`src/core/itc_pkg.sv`:
```
// Purpose: constants for the interrupt and trap control register block
// Assumes: apb slave with 32-bit data, one aligned word per register
// Notes:   register offsets are byte addresses
package itc_pkg;

  // ************************************************************
  // register map
  // ************************************************************
  localparam logic [11:0] ITC_TRAP_CTRL_OFS  = 12'h000;
  localparam logic [11:0] ITC_GLOBAL_OFS     = 12'h004;
  localparam logic [11:0] ITC_SOFT_TRAP_OFS  = 12'h008;
  localparam logic [11:0] ITC_HARD_TRAP_OFS  = 12'h00c;
  localparam logic [11:0] ITC_VECTOR_OFS     = 12'h010;
  localparam logic [11:0] ITC_CPU_PRIO_OFS   = 12'h014;

  // ************************************************************
  // trap control and status fields
  // ************************************************************
  localparam int ITC_NEST_DIS_BIT   = 15;
  localparam int ITC_OVA_FLAG_BIT   = 14;
  localparam int ITC_OVB_FLAG_BIT   = 13;
  localparam int ITC_COVA_FLAG_BIT  = 12;
  localparam int ITC_COVB_FLAG_BIT  = 11;
  localparam int ITC_OVA_TE_BIT     = 10;
  localparam int ITC_OVB_TE_BIT     = 9;
  localparam int ITC_COV_TE_BIT     = 8;
  localparam int ITC_SHIFT_ERR_BIT  = 7;
  localparam int ITC_DIV0_ERR_BIT   = 6;
  localparam int ITC_DMAC_FLAG_BIT  = 5;
  localparam int ITC_MATH_ERR_BIT   = 4;
  localparam int ITC_ADDR_ERR_BIT   = 3;
  localparam int ITC_STACK_ERR_BIT  = 2;
  localparam int ITC_OSC_FAIL_BIT   = 1;
  localparam logic [15:0] ITC_TRAP_CTRL_MASK = 16'hfffe;
  localparam logic [15:0] ITC_TRAP_CTRL_RST  = 16'h0000;

  // ************************************************************
  // global control fields
  // ************************************************************
  localparam int ITC_GIE_BIT        = 15;
  localparam int ITC_IRQ_DISABLE_INSTR_ACTIVE_BIT       = 14;
  localparam int ITC_SOFTWARE_TRAP_EN_BIT  = 13;
  localparam int ITC_EXT_IRQS       = 3;
  localparam logic [15:0] ITC_GLOBAL_MASK = 16'he007;
  localparam logic [15:0] ITC_GLOBAL_RST  = 16'h8000;

  // ************************************************************
  // soft and hard trap fields
  // ************************************************************
  localparam int ITC_DMA_ADDR_BIT   = 5;
  localparam int ITC_LOOP_OVF_BIT   = 4;
  localparam logic [15:0] ITC_SOFT_TRAP_MASK = 16'h0030;
  localparam int ITC_SW_HARD_BIT    = 0;
  localparam logic [15:0] ITC_HARD_TRAP_MASK = 16'h0001;

  // ************************************************************
  // vector status fields
  // ************************************************************
  localparam int ITC_PRIO_W     = 4;
  localparam int ITC_VEC_W      = 8;
  localparam int ITC_PRIO_LSB   = 8;
  localparam int ITC_LOW_PRIO_W = 3;
  localparam logic [7:0] ITC_VEC_RST = 8'h00;
  localparam logic [3:0] ITC_PRIO_RST = 4'h0;

  // idle and busy states; no logic uses this type
  typedef enum logic [1:0] {
    ITC_IDLE_T,
    ITC_BUSY_T
  } itc_unused_t;

endpackage : itc_pkg

```
`src/core/itc_regs.sv`:
```
// Purpose: interrupt and trap control and status registers, apb slave
// Assumes: core pulses trap events for one cycle; ext irq pins are asynchronous
// Notes:   answers every apb access in its first access cycle (pready held high)
//
// Functional notes
// - accumulator overflow trap sets its A or B overflow flag
// - catastrophic accumulator overflow trap sets its A or B catastrophic flag only when the shared catastrophic trap enable is set
// - ordinary overflow traps only when that accumulator's trap enable is set
// - invalid accumulator shift math trap sets shift_acc_error
// - any math trap sets math_error; divide by zero also sets bit 6
// - address error trap sets address_error, held until software clears it
// - stack error trap sets stack_error
// - oscillator failure trap sets osc_failure; bit 0 reads zero
// - global_irq_enable resets to 1, gates interrupts but never traps
// - bit 14 of global control shows irq-disable instruction active
// - bit 13 of global control is the software trap enable
// - ext irq 0..2 detect falling edge if polarity 1, else rising
// - dma address error soft trap sets bit 5 of soft trap status
// - loop stack overflow soft trap sets bit 4; other bits read zero
// - software hard trap sets bit 0 of hard trap status
// - new priority level read-only in vector status bits 11-8
// - pending vector number read-only in bits 7-0
// - cpu priority is top bit joined above three low bits; top masks irqs
// - vector and priority latched together when an interrupt becomes pending
// - source flags set by peripherals, cleared by software
//
// The placing of the registers and register access over APB were decided locally.
`timescale 1ns/1ps

module itc_regs
  import itc_pkg::*;
(
  input  wire logic        mclk_i,
  input  wire logic        rstn_i,
  // apb slave
  input  wire logic        psel_i,
  input  wire logic        penable_i,
  input  wire logic        pwrite_i,
  input  wire logic [11:0] paddr_i,
  input  wire logic [31:0] pwdata_i,
  output logic      [31:0] prdata_o,
  output logic             pready_o,
  output logic             pslverr_o,
  // trap events from the core, one-cycle pulses
  input  wire logic        acc_a_ovf_i,
  input  wire logic        acc_b_ovf_i,
  input  wire logic        acc_a_cat_i,
  input  wire logic        acc_b_cat_i,
  input  wire logic        shift_err_i,
  input  wire logic        div0_err_i,
  input  wire logic        dmac_trap_i,
  input  wire logic        addr_err_i,
  input  wire logic        stack_err_i,
  input  wire logic        osc_fail_i,
  input  wire logic        dma_addr_err_i,
  input  wire logic        loop_ovf_i,
  input  wire logic        sw_hard_trap_i,
  input  wire logic        irq_disable_instr_active_active_i,
  // pending interrupt from the priority resolver
  input  wire logic        irq_pending_i,
  input  wire logic [7:0]  irq_vector_i,
  input  wire logic [3:0]  irq_level_i,
  input  wire logic [2:0]  cpu_priority_low_i,
  input  wire logic        cpu_priority_top_i,
  input  wire logic [2:0]  ext_irq_pin_i,
  // outputs to the core
  output logic             nesting_disable_o,
  output logic             irq_gate_o,
  output logic             software_trap_o,
  output logic             math_trap_o,
  output logic             acc_trap_o,
  output logic [2:0]       ext_irq_event_o,
  output logic [3:0]       cpu_priority_o
);

  // ************************************************************
  // apb decode
  // ************************************************************
  logic        acc_w;
  logic        wr_w;
  logic        hit_w;
  assign acc_w = psel_i & penable_i;
  assign wr_w  = acc_w & pwrite_i;

  function automatic logic wr_at(input logic [11:0] ofs);
    return wr_w && (paddr_i == ofs);
  endfunction

  // sticky update: hardware set wins over a software clear
  function automatic logic [15:0] sticky(input logic [15:0] cur,
                                         input logic [15:0] set,
                                         input logic        we,
                                         input logic [15:0] wd,
                                         input logic [15:0] mask);
    logic [15:0] v;
    v = we ? wd : cur;
    return (v | set) & mask;
  endfunction

  always_comb begin
    unique case (paddr_i)
      ITC_TRAP_CTRL_OFS, ITC_GLOBAL_OFS, ITC_SOFT_TRAP_OFS,
      ITC_HARD_TRAP_OFS, ITC_VECTOR_OFS, ITC_CPU_PRIO_OFS: hit_w = 1'b1;
      default: hit_w = 1'b0;
    endcase
  end

  // ************************************************************
  // ext irq pin sync and edge detect
  // ************************************************************
  logic [2:0]  pin_s1_r;
  logic [2:0]  pin_s2_r;
  logic [2:0]  pin_s3_r;
  logic [2:0]  pin_s1_nxt;
  logic [2:0]  pin_s2_nxt;
  logic [2:0]  pin_s3_nxt;
  logic [15:0] trap_r;
  logic [15:0] glob_r;
  logic [15:0] soft_r;
  logic [15:0] hard_r;
  logic [15:0] trap_nxt;
  logic [15:0] glob_nxt;
  logic [15:0] soft_nxt;
  logic [15:0] hard_nxt;
  logic [7:0]  vec_r;
  logic [7:0]  vec_nxt;
  logic [3:0]  lvl_r;
  logic [3:0]  lvl_nxt;
  logic        pend_d_r;
  logic        pend_d_nxt;
  logic [2:0]  ext_ev_r;
  logic [2:0]  ext_ev_nxt;
  logic [3:0]  prio_r;
  logic [3:0]  prio_nxt;
  logic        gate_r;
  logic        gate_nxt;
  logic        mtrap_r;
  logic        mtrap_nxt;
  logic        atrap_r;
  logic        atrap_nxt;
  logic [31:0] rdata_r;
  logic [31:0] rdata_nxt;
  logic        err_r;
  logic        err_nxt;
  logic [15:0] tset_w;
  logic        ova_go_w;
  logic        ovb_go_w;
  logic        cov_go_w;

  // first stage only feeds the second
  always_comb begin
    pin_s1_nxt = ext_irq_pin_i;
    pin_s2_nxt = pin_s1_r;
    pin_s3_nxt = pin_s2_r;
    for (int i = 0; i < ITC_EXT_IRQS; i++) begin
      // polarity 1 picks the falling edge, 0 the rising edge
      ext_ev_nxt[i] = glob_r[i] ? (pin_s3_r[i] & ~pin_s2_r[i])
                                : (~pin_s3_r[i] & pin_s2_r[i]);
    end
  end

  // ************************************************************
  // trap qualification and status set terms
  // ************************************************************
  always_comb begin
    ova_go_w = acc_a_ovf_i & trap_r[ITC_OVA_TE_BIT];
    ovb_go_w = acc_b_ovf_i & trap_r[ITC_OVB_TE_BIT];
    cov_go_w = (acc_a_cat_i | acc_b_cat_i) & trap_r[ITC_COV_TE_BIT];
    tset_w = 16'h0000;
    tset_w[ITC_OVA_FLAG_BIT]  = ova_go_w;
    tset_w[ITC_OVB_FLAG_BIT]  = ovb_go_w;
    tset_w[ITC_COVA_FLAG_BIT] = acc_a_cat_i & trap_r[ITC_COV_TE_BIT];
    tset_w[ITC_COVB_FLAG_BIT] = acc_b_cat_i & trap_r[ITC_COV_TE_BIT];
    tset_w[ITC_SHIFT_ERR_BIT] = shift_err_i;
    tset_w[ITC_DIV0_ERR_BIT]  = div0_err_i;
    tset_w[ITC_MATH_ERR_BIT]  = shift_err_i | div0_err_i | ova_go_w
                              | ovb_go_w | cov_go_w;
    tset_w[ITC_DMAC_FLAG_BIT] = dmac_trap_i;
    tset_w[ITC_ADDR_ERR_BIT]  = addr_err_i;
    tset_w[ITC_STACK_ERR_BIT] = stack_err_i;
    tset_w[ITC_OSC_FAIL_BIT]  = osc_fail_i;
  end

  // ************************************************************
  // register next values
  // ************************************************************
  always_comb begin
    // flags stay until software writes zero; a write of one also sets
    trap_nxt = sticky(trap_r, tset_w, wr_at(ITC_TRAP_CTRL_OFS), pwdata_i[15:0],
                      ITC_TRAP_CTRL_MASK);
    soft_nxt = sticky(soft_r, {10'h000, dma_addr_err_i, loop_ovf_i, 4'h0},
                      wr_at(ITC_SOFT_TRAP_OFS), pwdata_i[15:0],
                      ITC_SOFT_TRAP_MASK);
    hard_nxt = sticky(hard_r, {15'h0000, sw_hard_trap_i},
                      wr_at(ITC_HARD_TRAP_OFS), pwdata_i[15:0],
                      ITC_HARD_TRAP_MASK);
    glob_nxt = wr_at(ITC_GLOBAL_OFS) ? (pwdata_i[15:0] & ITC_GLOBAL_MASK) : glob_r;
    glob_nxt[ITC_IRQ_DISABLE_INSTR_ACTIVE_BIT] = irq_disable_instr_active_active_i; // status mirror, not writable
    // latch vector and level on the rising edge of pending
    pend_d_nxt = irq_pending_i;
    vec_nxt = vec_r;
    lvl_nxt = lvl_r;
    if (irq_pending_i && !pend_d_r) begin
      vec_nxt = irq_vector_i;
      lvl_nxt = irq_level_i;
    end
    prio_nxt = {cpu_priority_top_i, cpu_priority_low_i};
    // user irqs need enable set and top priority bit clear
    gate_nxt  = glob_r[ITC_GIE_BIT] & ~cpu_priority_top_i;
    mtrap_nxt = tset_w[ITC_MATH_ERR_BIT];  // any qualified math trap
    atrap_nxt = ova_go_w | ovb_go_w | cov_go_w;
    rdata_nxt = 32'h0000_0000;
    err_nxt   = psel_i & ~penable_i & ~hit_w;  // taken at setup so it stands in access
    unique case (paddr_i)
      ITC_TRAP_CTRL_OFS: rdata_nxt[15:0] = trap_nxt;
      ITC_GLOBAL_OFS:    rdata_nxt[15:0] = glob_nxt;
      ITC_SOFT_TRAP_OFS: rdata_nxt[15:0] = soft_nxt;
      ITC_HARD_TRAP_OFS: rdata_nxt[15:0] = hard_nxt;
      ITC_VECTOR_OFS:    rdata_nxt[15:0] = {4'h0, lvl_nxt, vec_nxt};
      ITC_CPU_PRIO_OFS:  rdata_nxt[15:0] = {12'h000, prio_nxt};
      default:           rdata_nxt = 32'h0000_0000;
    endcase
  end

  // ************************************************************
  // registers
  // ************************************************************
  // pin synchroniser; the first stage feeds nothing but the second
  always_ff @(posedge mclk_i) begin
    if (!rstn_i) begin
      pin_s1_r <= 3'h0;
      pin_s2_r <= 3'h0;
      pin_s3_r <= 3'h0;
    end else begin
      pin_s1_r <= pin_s1_nxt;
      pin_s2_r <= pin_s2_nxt;
      pin_s3_r <= pin_s3_nxt;
    end
  end

  // software visible control words and sticky status
  always_ff @(posedge mclk_i) begin
    if (!rstn_i) begin
      trap_r   <= ITC_TRAP_CTRL_RST;
      glob_r   <= ITC_GLOBAL_RST;  // enable comes up set
      soft_r   <= 16'h0000;
      hard_r   <= 16'h0000;
    end else begin
      trap_r   <= trap_nxt;
      glob_r   <= glob_nxt;
      soft_r   <= soft_nxt;
      hard_r   <= hard_nxt;
    end
  end

  // latched vector and level, with the pending edge detector
  always_ff @(posedge mclk_i) begin
    if (!rstn_i) begin
      vec_r    <= ITC_VEC_RST;
      lvl_r    <= ITC_PRIO_RST;
      pend_d_r <= 1'b0;
    end else begin
      vec_r    <= vec_nxt;
      lvl_r    <= lvl_nxt;
      pend_d_r <= pend_d_nxt;
    end
  end

  // strobes and levels towards the core, all from flops
  always_ff @(posedge mclk_i) begin
    if (!rstn_i) begin
      ext_ev_r <= 3'h0;
      prio_r   <= 4'h0;
      gate_r   <= 1'b0;
      mtrap_r  <= 1'b0;
      atrap_r  <= 1'b0;
    end else begin
      ext_ev_r <= ext_ev_nxt;
      prio_r   <= prio_nxt;
      gate_r   <= gate_nxt;
      mtrap_r  <= mtrap_nxt;
      atrap_r  <= atrap_nxt;
    end
  end

  // bus answer; captured at the setup edge so it stands in the access cycle
  always_ff @(posedge mclk_i) begin
    if (!rstn_i) begin
      rdata_r  <= 32'h0000_0000;
      err_r    <= 1'b0;
    end else begin
      rdata_r  <= rdata_nxt;
      err_r    <= err_nxt;
    end
  end

  // ************************************************************
  // outputs
  // ************************************************************
  // read data is registered, so it reflects state one edge after setup
  assign prdata_o          = rdata_r;
  assign pslverr_o         = err_r;
  assign pready_o          = 1'b1;
  assign nesting_disable_o = trap_r[ITC_NEST_DIS_BIT];
  assign software_trap_o   = glob_r[ITC_SOFTWARE_TRAP_EN_BIT];
  assign irq_gate_o        = gate_r;
  assign math_trap_o       = mtrap_r;
  assign acc_trap_o        = atrap_r;
  assign ext_irq_event_o   = ext_ev_r;
  assign cpu_priority_o    = prio_r;

  // ************************************************************
  // assertions
  // ************************************************************
  // address flag only rises on its event or a software write
  sticky_hold_a: assert property (@(posedge mclk_i) disable iff (!rstn_i)
    $rose(trap_r[ITC_ADDR_ERR_BIT]) |-> $past(addr_err_i) || $past(wr_w))
    else $error("address error flag rose without cause");
  // global enable leaves reset set
  gie_reset_a: assert property (@(posedge mclk_i) disable iff (!rstn_i)
    $rose(rstn_i) |-> glob_r[ITC_GIE_BIT])
    else $error("global enable not set after reset");
  // a disabled overflow of accumulator a never raises its flag
  ova_gate_a: assert property (@(posedge mclk_i) disable iff (!rstn_i)
    (acc_a_ovf_i && !trap_r[ITC_OVA_TE_BIT] && !wr_w) |=> !$rose(trap_r[ITC_OVA_FLAG_BIT]))
    else $error("overflow A flagged while disabled");
  // catastrophic B flag stays quiet while its trap is disabled
  cat_gate_a: assert property (@(posedge mclk_i) disable iff (!rstn_i)
    (acc_b_cat_i && !trap_r[ITC_COV_TE_BIT] && !wr_w) |=> !$rose(trap_r[ITC_COVB_FLAG_BIT]))
    else $error("catastrophic B flagged while disabled");
  // divide by zero records its cause and the math error
  math_set_a: assert property (@(posedge mclk_i) disable iff (!rstn_i)
    div0_err_i |=> trap_r[ITC_MATH_ERR_BIT] && trap_r[ITC_DIV0_ERR_BIT])
    else $error("divide by zero not recorded");
  // falling edge on pin 0 under polarity 1 gives an event
  edge_fall_a: assert property (@(posedge mclk_i) disable iff (!rstn_i)
    (glob_r[0] && $fell(pin_s2_r[0])) |=> ext_irq_event_o[0])
    else $error("falling edge missed");
  // rising edge on pin 1 under polarity 0 gives an event
  edge_rise_a: assert property (@(posedge mclk_i) disable iff (!rstn_i)
    (!glob_r[1] && $rose(pin_s2_r[1])) |=> ext_irq_event_o[1])
    else $error("rising edge missed");
  // vector taken on the rise of pending
  vec_latch_a: assert property (@(posedge mclk_i) disable iff (!rstn_i)
    $rose(irq_pending_i) && !pend_d_r |=> vec_r == $past(irq_vector_i))
    else $error("vector not latched");
  // vector and level hold until a new interrupt becomes pending
  vec_hold_a: assert property (@(posedge mclk_i) disable iff (!rstn_i)
    !(irq_pending_i && !pend_d_r) |=> $stable(vec_r) && $stable(lvl_r))
    else $error("vector changed without a new pending");
  // cpu priority is the top bit joined above the low bits
  prio_join_a: assert property (@(posedge mclk_i) disable iff (!rstn_i)
    ##1 cpu_priority_o == $past({cpu_priority_top_i, cpu_priority_low_i}))
    else $error("priority join wrong");
  // user irqs blocked by the top priority bit or a cleared enable
  gate_block_a: assert property (@(posedge mclk_i) disable iff (!rstn_i)
    (cpu_priority_top_i || !glob_r[ITC_GIE_BIT]) |=> !irq_gate_o)
    else $error("user interrupts not blocked");
  // irq-disable status follows the core
  irq_disable_instr_active_mirror_a: assert property (@(posedge mclk_i) disable iff (!rstn_i)
    ##1 glob_r[ITC_IRQ_DISABLE_INSTR_ACTIVE_BIT] == $past(irq_disable_instr_active_active_i))
    else $error("irq disable status not mirrored");
  // loop stack overflow recorded, bit 0 stays zero
  soft_set_a: assert property (@(posedge mclk_i) disable iff (!rstn_i)
    loop_ovf_i |=> soft_r[ITC_LOOP_OVF_BIT] && !soft_r[0])
    else $error("loop overflow not recorded");
  // dma address soft trap recorded
  dma_set_a: assert property (@(posedge mclk_i) disable iff (!rstn_i)
    dma_addr_err_i |=> soft_r[ITC_DMA_ADDR_BIT])
    else $error("dma address trap not recorded");
  // hard trap flag holds until software writes
  hard_set_a: assert property (@(posedge mclk_i) disable iff (!rstn_i)
    sw_hard_trap_i |=> hard_r[ITC_SW_HARD_BIT] ##1 hard_r[ITC_SW_HARD_BIT] || $past(wr_w))
    else $error("hard trap flag lost");
  // unmapped access is refused within its own access cycle
  err_resp_a: assert property (@(posedge mclk_i) disable iff (!rstn_i)
    (psel_i && penable_i && !hit_w) |-> pslverr_o)
    else $error("unmapped access not refused");

endmodule // itc_regs

```
`config.mk`:
```
export PLATFORM = sky130hd
export DESIGN_NAME = itc_regs
export DESIGN_NICKNAME = d
export VERILOG_FILES = /design/src/core/itc_pkg.sv /design/src/core/itc_regs.sv
export SDC_FILE = /design/constraint.sdc
export NUM_CORES = 1
export LEC_CHECK = 0
export BUFFER_PORTS_ARGS = -buffer_cell sky130_fd_sc_hd__buf_4
export CORE_ASPECT_RATIO = 0.5
export CORE_MARGIN = 1.5
export CORE_UTILIZATION = 43
export DETAILED_ROUTE_END_ITERATION = 7
export HOLD_SLACK_MARGIN = 0.1
export PLACE_DENSITY = 0.71
export RECOVER_POWER = 25
export SLEW_MARGIN = 5
export SYNTH_ARGS = -nofsm -noshare
export SYNTH_HDL_FRONTEND = slang
export SYNTH_SLANG_ARGS = --single-unit
```
`constraint.sdc`:
```
create_clock -name mclk_i -period 6.29 [get_ports mclk_i]
set_input_delay 0.629 -clock mclk_i [delete_from_list [all_inputs] [get_ports mclk_i]]
set_output_delay 0.629 -clock mclk_i [all_outputs]
set_load 0.05 [all_outputs]
```
==> summary.md, run 1 <==
| Metric | Value |
|---|---|
| Post-Synth XOR/XNOR Area | 0% |
| Cell family with most CP delay | buffers and inverters |
| RePlAce Congestion | 0.783 |
| Top-count cell post-synth | dfxtp_1 |
| Slowest cell on the critical path | clkbuf_1 |
| Area share of fa/ha/maj cells after synthesis | 0% |
| Final critical-path share of the clock period | 45.3% |
| Synth top area share | 47.4% |
| Number of buffers created by CTS | 9 |
| Ranking of synthesized cells by area | dfxtp_1 47%, mux2i_1 6.9%, a21oi_1 4.2%, and2_1 4.2%, mux2_2 3.9% |
| First-pass GRT wire length | 13.5 mm |
| Total Wirelength | 8.99 mm |
| Largest fanout on the critical path | 41 |
| CTS root buf | clkbuf_16 |
| Htree depth | 3 |
| Finished Cell Area | 4420 um^2 |
| Post-route DRC violation count | 0 |
| Clock sink total | 82 |
| Fill cells | 692 |
| Skew final | 0.00528 ns |
| Clk buf depth | 2 |
| P&R area growth vs syn | 27.7% |
| Num ports | 129 |
| Post-synthesis sequential area ratio | 47.4% |
| DRT Pass-1 Iters | 4 |
| Critical path capture point type | flop |
| Unique masters post-synth | 47 |
| Setup slack, reg-to-reg | 4.24 ns |
| Die area | 8640 um^2 |
| Area of the multi-input gates | 1640 um^2 |
| Clock Pin Slew Worst Setup and Hold Paths | 0.06 ns |
| DR vias/cell | 5.23 |
| Crit path time final | 2.85 ns |
| Final Hold Fails | 0 |
| Violated checks | max-capacitance violations, max-slew violations |
| Slew headroom | -3.78% |
| Post-DP Area | 4170 um^2 |
| Worst-Margin Slew | 1.56 ns |
| Cell area after synthesis | 3460 um^2 |
| Post-DP HPWL | 6.27 mm |
| Post-synth top cells | 82 x dfxtp_1, 29 x a21oi_1, 26 x nor2_1 |
| Share of cells above drive strength 1 | 26.7% |
| Antenna Violating Nets Remaining | 0 |
| Vias in the first global route | 2617 |
| Seq. cell area | 1640 um^2 |
| Ant diodes | 0 |
| Die Ht | 66.5 um |
| Min setup slack post-route | 3.44 ns |
| Syn_area_per_cell | 9.68 um^2 |
| Crit path largest cell delay | 1.10 ns |
| Post-synth EDFFs | 0 |
| Post-CTS sizing | 0 |
| Vias | 2921 |
| CP startpoint kind | primary input |
| Final setup viols | 0 |
| P_leak | 1.83 nW |
| Initial antenna violation count | 0 |
| RSZ-0062 raised after global routing | false |
| Pwr Density | 271 nW/um^2 |
| Synth Area in Simple Gates | 21.5% |
| Mean routed wirelength per cell | 16.1 um |
| CP Cell Sequence | clkbuf_1 > inv_1 > a21oi_1 |
| Die W | 130 um |
| # hold bufs at CTS | 0 |
| Asr flop ratio synth | 0% |
| Setup TNS | 0 ns |
| Cells after Synth | 358 |
| Worst path arrival time | 3.08 ns |
| Top cell type by total area after synthesis | dfxtp_1 |
| Total Routing Usage GR | 21.2% |
| Pre-CTS WS | 3.60 ns |
| Rows | 22 |
| Setup CP Type | in2reg |
| Starting DRT DRC Count | 205 |
| Outcome | finished, violations left |
| Core box area | 7570 um^2 |
| FMAX | 351 MHz |
| Max-slew violations | 42 |
| Pin count of the biggest net entering global routing | 42 |
| Worst IR Drop VDD | 0.176 mV |
| Setup repair bufs after CTS | 0 |
| Nets | 528 |
| Seq cells post-synth | 82 |
| Skew-Pair Late Insertion Delay | 0.33 ns |
| WP buf/inv | 2 |
| Total of max-cap violations | 1 |
| # port buffers | 95 |
| Multiplexer share of the synthesized area | 10.8% |
| Compound-cell area share of the yosys netlist | 13.0% |
| Starting density of the core | 45.8% |
| Worst hold path type | reg2reg |
| Top FF cell, synth | dfxtp_1 |
| Total gr overflow | 0 |
| Largest family of logic cells by synthesized area | simple AND/OR/NAND/NOR gates |
| CP required | 6.52 ns |
| Number of synthesis warnings | 0 |
| TritonCTS clock tree | built |
## final cells by class
class / count / share of cell area, %
Clock buffer: 12 / 5.80
Clock inverter: 4 / 1.13
Inverter: 9 / 0.764
Timing Repair Buffer: 96 / 15.2
Sequential cell: 82 / 37.1
Multi-Input combinational cell: 247 / 37.0
Tap cell: 108 / 3.05
## stage by stage
step	util [%]	std cells	hold WS [ns]	power, W
6_report	58.4	558	0.431	0.00120
5_1_grt	58.4	558	0.447	0.00124
4_1_cts	59.1	558	0.433	0.00121
3_5_place_dp	55.0	542	0.419	0.000678
3_3_place_gp	55.0	542	0.414	0.000677
2_1_floorplan	-	373	0.412	0.000634
## worst reg2reg max path, cell delays in order (launching register included)
cell and delay, ns:
dfxtp_1 0.33, nand2b_1 0.65, mux2_2 0.43, a32o_1 0.27, o31a_1 0.26
## cells by family after synthesis
group | after synthesis
AO/OA/AOI/OAI | 71
other | 2
multiplexers | 36
buffers and inverters | 44
AND/OR/NAND/NOR | 123
flip-flops | 82
## placed cells by master (no fill, tap or decap), types with 4 or more instances in the layout
master,synthesis,routed
a211oi_1,5,5
o21ai_0,10,10
a31oi_1,4,4
and2_0,0,5
mux2_2,12,12
nand2_1,9,9
clkbuf_16,0,9
nor2_1,26,26
buf_4,17,83
nor4_1,4,4
nand3_1,15,15
nand4_1,6,6
conb_1,2,17
clkbuf_1,16,14
dfxtp_1,82,82
and2_1,23,18
mux2i_1,24,24
and3_1,12,12
a21oi_1,29,29
a32oi_1,4,4
inv_1,9,9
## routing by layer
metal  vias up  part of all wire [%]  global-route usage (%)
met4         0                  0.96                    6.67
met3         8                   6.6                    6.18
li1       1433                     -                       -
met1      1388                    47                    27.7
met2        92                    45                    34.1
met5         -                     0                       0
## path summary, 6_finish.rpt
path | startpoint | end | cells past startpoint
worst min register to register | pin_s1_r[1] | pin_s2_r[1] | 1
worst min-delay path | pin_s1_r[1] | pin_s2_r[1] | 1
worst max-delay path | rstn_i | ext_irq_event_o[1] | 3
worst max register to register | pend_d_r | prdata_o[5] | 4
## sequential cells by signal, summed over array words and instances (netlist names), 2 cells and up
name             cells
lvl_r                4
prdata_o            16
glob_r              15
vec_r                8
cpu_priority_o       4
trap_r              15
soft_r               2
pin_s1_r             3
ext_irq_event_o      3
pin_s3_r             3
pin_s2_r             3
## report_power, final
part | internal, W | switching [W]
Clock | 0.000328 | 0.000203
Combinational | 0.0000497 | 0.0000777
Sequential | 0.000534 | 0.00000497
Note: power is estimated with default switching activity, not from simulation.
==> run 2: changes to the inputs <==
--- a/config.mk
+++ b/config.mk
@@ -5,6 +5,7 @@
 export SDC_FILE = /design/constraint.sdc
 export NUM_CORES = 1
 export LEC_CHECK = 0
+export ABC_AREA = 1
 export BUFFER_PORTS_ARGS = -buffer_cell sky130_fd_sc_hd__buf_4
 export CORE_ASPECT_RATIO = 0.5
 export CORE_MARGIN = 1.5
==> constraint.sdc (replaced) <==
create_clock -name mclk_i -period 2.75 [get_ports mclk_i]
set_input_delay 0.275 -clock mclk_i [delete_from_list [all_inputs] [get_ports mclk_i]]
set_output_delay 0.275 -clock mclk_i [all_outputs]
set_load 0.05 [all_outputs]
==> summary.md, run 2 <==
| Metric | Value |
|---|---|
| Area share of fa/ha/maj cells after synthesis | 0% (unchanged) |
| Pwr Density | 594 nW/um^2 (+120%) |
| Synth Area in Simple Gates | 31.5% (+10 points) |
| Share of cells above drive strength 1 | 19.9% (-6.8 points) |
| Pin count of the biggest net entering global routing | 38 (-9.5%) |
| Largest family of logic cells by synthesized area | simple AND/OR/NAND/NOR gates |
| Cell area after synthesis | 3520 um^2 (+1.7%) |
| Worst hold path type | in2reg |
| TritonCTS clock tree | built |
| R2r startpoint | pend_d_r |
| Top-count cell post-synth | nand2_1 |
| DR vias/cell | 4.62 (-12%) |
| Slew headroom | 17.7% (+21 points) |
| Post-DP HPWL | 5.87 mm (-6.3%) |
| Worst path arrival time | 1.99 ns (-1.09 ns) |
| Total of max-cap violations | 0 (-1) |
| Htree depth | 3 (unchanged) |
| Synth top area share | 46.6% (-0.77 points) |
| Clk buf depth | 2 (unchanged) |
| Crit-path most repeated cell | nand2_1 |
| Post-synthesis sequential area ratio | 46.6% (-0.77 points) |
| Num ports | 129 (unchanged) |
| Clock Pin Slew Worst Setup and Hold Paths | 0.06 ns (about the same) |
| Total gr overflow | 0 (unchanged) |
| Critical path capture point type | flop |
| Vias in the first global route | 2947 (+13%) |
| Area of the multi-input gates | 1390 um^2 (-15%) |
| CTS root buf | clkbuf_16 |
| Seq cells post-synth | 82 (unchanged) |
| Final Hold Fails | 0 (unchanged) |
| Skew final | 0.00492 ns (-0.000358 ns) |
| Asr flop ratio synth | 0% (unchanged) |
| Mean routed wirelength per cell | 12.0 um (-26%) |
| Ant diodes | 0 (unchanged) |
| Max-slew violations | 0 (-100%) |
| Post-route DRC violation count | 0 (unchanged) |
| Commonest cells after routing, fill and taps aside | 130 x nand2_1, 88 x buf_4, 82 x dfxtp_1 |
| Cells after Synth | 497 (+39%) |
| Nets | 667 (+26%) |
| Antenna Violating Nets Remaining | 0 (unchanged) |
| Worst-Margin Slew | 1.23 ns (-0.323 ns) |
| WP buf/inv | 2 (unchanged) |
| Starting DRT DRC Count | 218 (+6.3%) |
| Final core utilization | 56.2% (-2.3 points) |
| Total Wirelength | 8.38 mm (-6.8%) |
| DRT Pass-1 Iters | 5 (+1) |
| Max reg flops | 16 (unchanged) |
| Rows | 23 (+4.5%) |
| Post-synth top cells | 130 x nand2_1, 82 x dfxtp_1, 80 x inv_1 |
| Final setup viols | 0 (unchanged) |
| Post-synth EDFFs | 0 (unchanged) |
| Die area | 8780 um^2 (+1.6%) |
| Unique masters post-synth | 28 (-40%) |
| CP Cell Sequence | buf_4 > inv_1 > nand2_2 > nor2_1 > and2_1 > nand3_1 > nand2_1 > nand2_1 > a21oi_1 |
| Multiplexer share of the synthesized area | 0% (-11 points) |
| Pre-CTS WS | 0.733 ns (-2.87 ns) |
| Crit. Startpoint | paddr_i[0] |
| Die Ht | 67.0 um (+0.79%) |
| Setup TNS | 0 ns (unchanged) |
| Worst IR Drop VDD | 0.301 mV (+70%) |
| Seq. cell area | 1640 um^2 (unchanged) |
| Clock sink total | 82 (unchanged) |
| Vias | 3242 (+11%) |
| Min setup slack post-route | 1.03 ns (-2.42 ns) |
| Setup repair bufs after CTS | 0 (unchanged) |
| P&R area growth vs syn | 27.2% |
| Total Routing Usage GR | 20.2% (-1.1 points) |
| Crit path time final | 1.72 ns |
| Crit path largest cell delay | 0.56 ns (-0.54 ns) |
| Setup slack, reg-to-reg | 1.08 ns (-3.16 ns) |
| Largest fanout on the critical path | 15 (-63%) |
| Outcome | completed |
| Worst hold start | penable_i |
| Pwr Total | 0.00266 W (+120%) |
| Number of buffers created by CTS | 9 (unchanged) |
| Fill cells | 777 (+12%) |
| RSZ-0062 raised after global routing | false |
| Slowest cell on the critical path | and2_1 |
| Die W | 131 um (+0.81%) |
| Most common cell after layout, fill and taps aside | nand2_1 |
| Initial antenna violation count | 0 (unchanged) |
| First-pass GRT wire length | 13.3 mm (-1.6%) |
| CP required | 3.02 ns (-3.50 ns) |
| P_leak | 2.28 nW (+25%) |
| Ranking of synthesized cells by area | dfxtp_1 47%, nand2_1 14%, inv_1 8.5%, nand3_1 6.1%, nor2_1 5.2% |
| Top cell type by total area after synthesis | dfxtp_1 |
| Post-Synth XOR/XNOR Area | 0% (unchanged) |
| Final critical-path share of the clock period | 62.6% |
| Min Hold Slack | 0.115 ns (-0.317 ns) |
| CP startpoint kind | primary input |
| # port buffers | 95 (unchanged) |
| Starting density of the core | 44.2% (-1.6 points) |
| FMAX | 580 MHz |
| Core box area | 7970 um^2 (+5.3%) |
| Cell family with most CP delay | simple AND/OR/NAND/NOR gates |
| Skew-Pair Late Insertion Delay | 0.34 ns (about the same) |
| RePlAce Congestion | 0.831 (+6.0%) |
| Syn_area_per_cell | 7.09 um^2 (-27%) |
| Top FF cell, synth | dfxtp_1 |
| Compound-cell area share of the yosys netlist | 6.11% (-6.9 points) |
| Number of synthesis warnings | 0 (unchanged) |
| Setup CP Type | in2reg |
run 2: cell count changes after synthesis, sizes merged, moves of 22 or more:
cell / previous run / this run
and2: 23 / 1
inv: 9 / 84
mux2i: 24 / 0
nand2: 9 / 134
nand3: 15 / 46
nor2: 26 / 52
run 2: through the flow:
stage               cell area (um^2)  std cells
global placement                4210        684
CTS                             4510        701
detailed placement              4210        684
floorplan                       3580        512
finish                          4480        701
global route                    4480        701
run 2: path summary, 6_finish.rpt:
path	to	depth (start not counted)
max	prdata_o[13]	9
min	pslverr_o	2
max reg2reg	prdata_o[4]	8
min reg2reg	pin_s2_r[1]	2
run 2: cell type report:
type | count | share of cell area, %
Inverter | 84 | 7.04
Tap cell | 112 | 3.13
Clock inverter | 3 | 0.475
Multi-Input combinational cell | 310 | 31.0
Clock buffer | 13 | 6.03
Timing Repair Buffer | 97 | 15.6
Sequential cell | 82 | 36.6
run 2: kinds of logic after synthesis:
logic type / count (synthesis)
compound gates: 41
buf+inv: 120
flops: 82
simple gates: 252
other cells: 2
run 2: what timing repair did:
action	in CTS	in global routing
endpoints found under the hold margin	1	0
resized for setup	0	0
hold buffers	1	0
run 2: layer usage:
metal  vias up  track usage, %  wire [um]
li1       1665               -          -
met1      1480            25.2       3820
met2        91            31.9       3970
met3         6            6.91        519
met4         0            8.38         74
met5         -               0          0
run 2: where the power goes:
part	switching (W)	internal (W)
Combinational	0.000176	0.0000978
Clock	0.000470	0.000687
Sequential	0.00000928	0.00122
==> run 3: changes to the inputs <==
==> constraint.sdc (replaced) <==
create_clock -name mclk_i -period 1.79 [get_ports mclk_i]
set_input_delay 0.179 -clock mclk_i [delete_from_list [all_inputs] [get_ports mclk_i]]
set_output_delay 0.179 -clock mclk_i [all_outputs]
set_load 0.05 [all_outputs]
==> summary.md, run 3 (synthesis results as in run 2) <==
| Metric | Value |
|---|---|
| Pre-CTS WS | 0.107 ns (-0.626 ns) |
| Setup repair bufs after CTS | 0 (unchanged) |
| Clock Pin Slew Worst Setup and Hold Paths | 0.06 ns (about the same) |
| Num ports | 129 (unchanged) |
| Crit. Startpoint | rstn_i |
| Worst hold path type | in2reg |
| Worst path arrival time | 1.71 ns (-0.28 ns) |
| Number of buffers created by CTS | 9 (unchanged) |
| Critical path capture point type | flop |
| CP required | 2.06 ns (-0.96 ns) |
| # port buffers | 95 (unchanged) |
| TritonCTS clock tree | built |
| Worst IR Drop VDD | 0.512 mV (+70%) |
| R2r startpoint | pend_d_r |
| Starting density of the core | 44.2% (unchanged) |
| Htree depth | 3 (unchanged) |
| P_leak | 2.40 nW (+5.0%) |
| Skew final | 0.00392 ns (-0.00100 ns) |
| Die area | 8780 um^2 (unchanged) |
| Share of cells above drive strength 1 | 21.1% (+1.3 points) |
| Final Hold Fails | 0 (unchanged) |
| Final critical-path share of the clock period | 80.4% |
| Final setup viols | 0 (unchanged) |
| Starting DRT DRC Count | 211 (-3.2%) |
| Outcome | completed |
| Setup slack, reg-to-reg | 0.42 ns (-0.66 ns) |
| Pin count of the biggest net entering global routing | 38 (unchanged) |
| Worst-Margin Slew | 1.48 ns (+0.245 ns) |
| Clk buf depth | 2 (unchanged) |
| Largest fanout on the critical path | 29 (+14) |
| First-pass GRT wire length | 13.7 mm (+2.9%) |
| Pwr Density | 934 nW/um^2 (+57%) |
| RePlAce Congestion | 0.790 (-4.9%) |
| Most common cell after layout, fill and taps aside | nand2_1 |
| Reg-to-Reg End | prdata_o[10] |
| Clock sink total | 82 (unchanged) |
| Total Routing Usage GR | 20.7% (+0.49 points) |
| Setup TNS | 0 ns (unchanged) |
| Max-slew violations | 0 (unchanged) |
| Min setup slack post-route | 0.351 ns (-0.677 ns) |
| Max reg flops | 16 (unchanged) |
| Worst-case reg-to-reg path depth | 9 (+1) |
| Setup CP Type | in2reg |
| CTS root buf | clkbuf_16 |
| Die Ht | 67.0 um (unchanged) |
| Worst hold start | irq_disable_instr_active_active_i |
| Antenna Violating Nets Remaining | 0 (unchanged) |
| Post-DP HPWL | 5.90 mm (+0.51%) |
| Skew-Pair Late Insertion Delay | 0.33 ns (about the same) |
| Setup crit end | irq_gate_o |
| FMAX | 695 MHz |
| P&R area growth vs syn | 33.5% |
| DRT Pass-1 Iters | 4 (-1) |
| Total of max-cap violations | 0 (unchanged) |
| Vias in the first global route | 2995 (+1.6%) |
| Commonest cells after routing, fill and taps aside | 130 x nand2_1, 98 x buf_4, 82 x dfxtp_1 |
| Initial antenna violation count | 0 (unchanged) |
| CP startpoint kind | primary input |
| DR vias/cell | 4.52 (-2.2%) |
| Ant diodes | 0 (unchanged) |
| Rows | 23 (unchanged) |
| Core box area | 7970 um^2 (unchanged) |
| Die W | 131 um (unchanged) |
| Mean routed wirelength per cell | 11.9 um (-0.75%) |
| RSZ-0062 raised after global routing | false |
| Post-route DRC violation count | 0 (unchanged) |
| Total Wirelength | 8.52 mm (+1.7%) |
| Vias | 3246 (+0.12%) |
| Slew headroom | 1.47% (-16 points) |
| WHS Path Cells | 3 (+1) |
| Nets | 685 (+2.7%) |
| Total gr overflow | 0 (unchanged) |
| Crit path time final | 1.44 ns |
[run 3: changes by cell type in the layout (fill, tap and decap cells not counted), sizes merged]
cell         before  now
clkinv            1    2
bufinv            0    3
buf              88  100
inv              85   84
clkbuf           21   17
dlygate4sd3       1    8
clkinvlp          1    0
[run 3: final cells by class]
type                            count  area [um^2]
Inverter                           84          315
Multi-Input combinational cell    310         1390
Fill cell                         777         3270
Clock inverter                      5          104
Sequential cell                    82         1640
Clock buffer                       10          229
Timing Repair Buffer              115          882
Tap cell                          112          140
[run 3: worst min-delay path by stage]
stage                        end  slack (ns)
floorplan             irq_gate_o        0.25
global placement      irq_gate_o        0.36
detailed placement   pin_s1_r[1]        0.36
CTS                 prdata_o[14]        0.10
global route        prdata_o[14]        0.13
finish              prdata_o[14]        0.11
[run 3: per-stage QoR]
step,total power (W),instances,hold WS (ns),instance area [um^2],util [%]
6_report,0.00439,718,0.108,4700,59.0
5_1_grt,0.00454,718,0.133,4700,59.0
4_1_cts,0.00443,718,0.100,4730,59.3
3_5_place_dp,0.00236,695,0.364,4320,54.1
3_3_place_gp,0.00235,695,0.362,4320,54.1
2_1_floorplan,0.00221,512,0.251,3580,-
[run 3: report_power, final]
group          switching, W  total, W  internal, W
sequential        0.0000135   0.00189      0.00188
clock              0.000707   0.00206      0.00135
combinational      0.000274  0.000440     0.000166
[run 3: metal layers]
metal / wire length (um) / track usage, % / vias to the layer above
met4: 72 / 7.55 / 0
met1: 3750 / 25.3 / 1452
li1: - / - / 1696
met5: 0 / 0 / -
met2: 4150 / 35.3 / 89
met3: 545 / 5.22 / 9
[run 3: critical path, cell delays in order]
cell      delay (ns)
clkbuf_1        0.13
clkbuf_1        1.09
nand2_1         0.17
nor2_1          0.13
[run 3: repair_timing]
item / in CTS / in global routing
hold buffers: 8 / 0
gates resized for setup: 0 / 0
endpoints found under the hold margin: 9 / 0
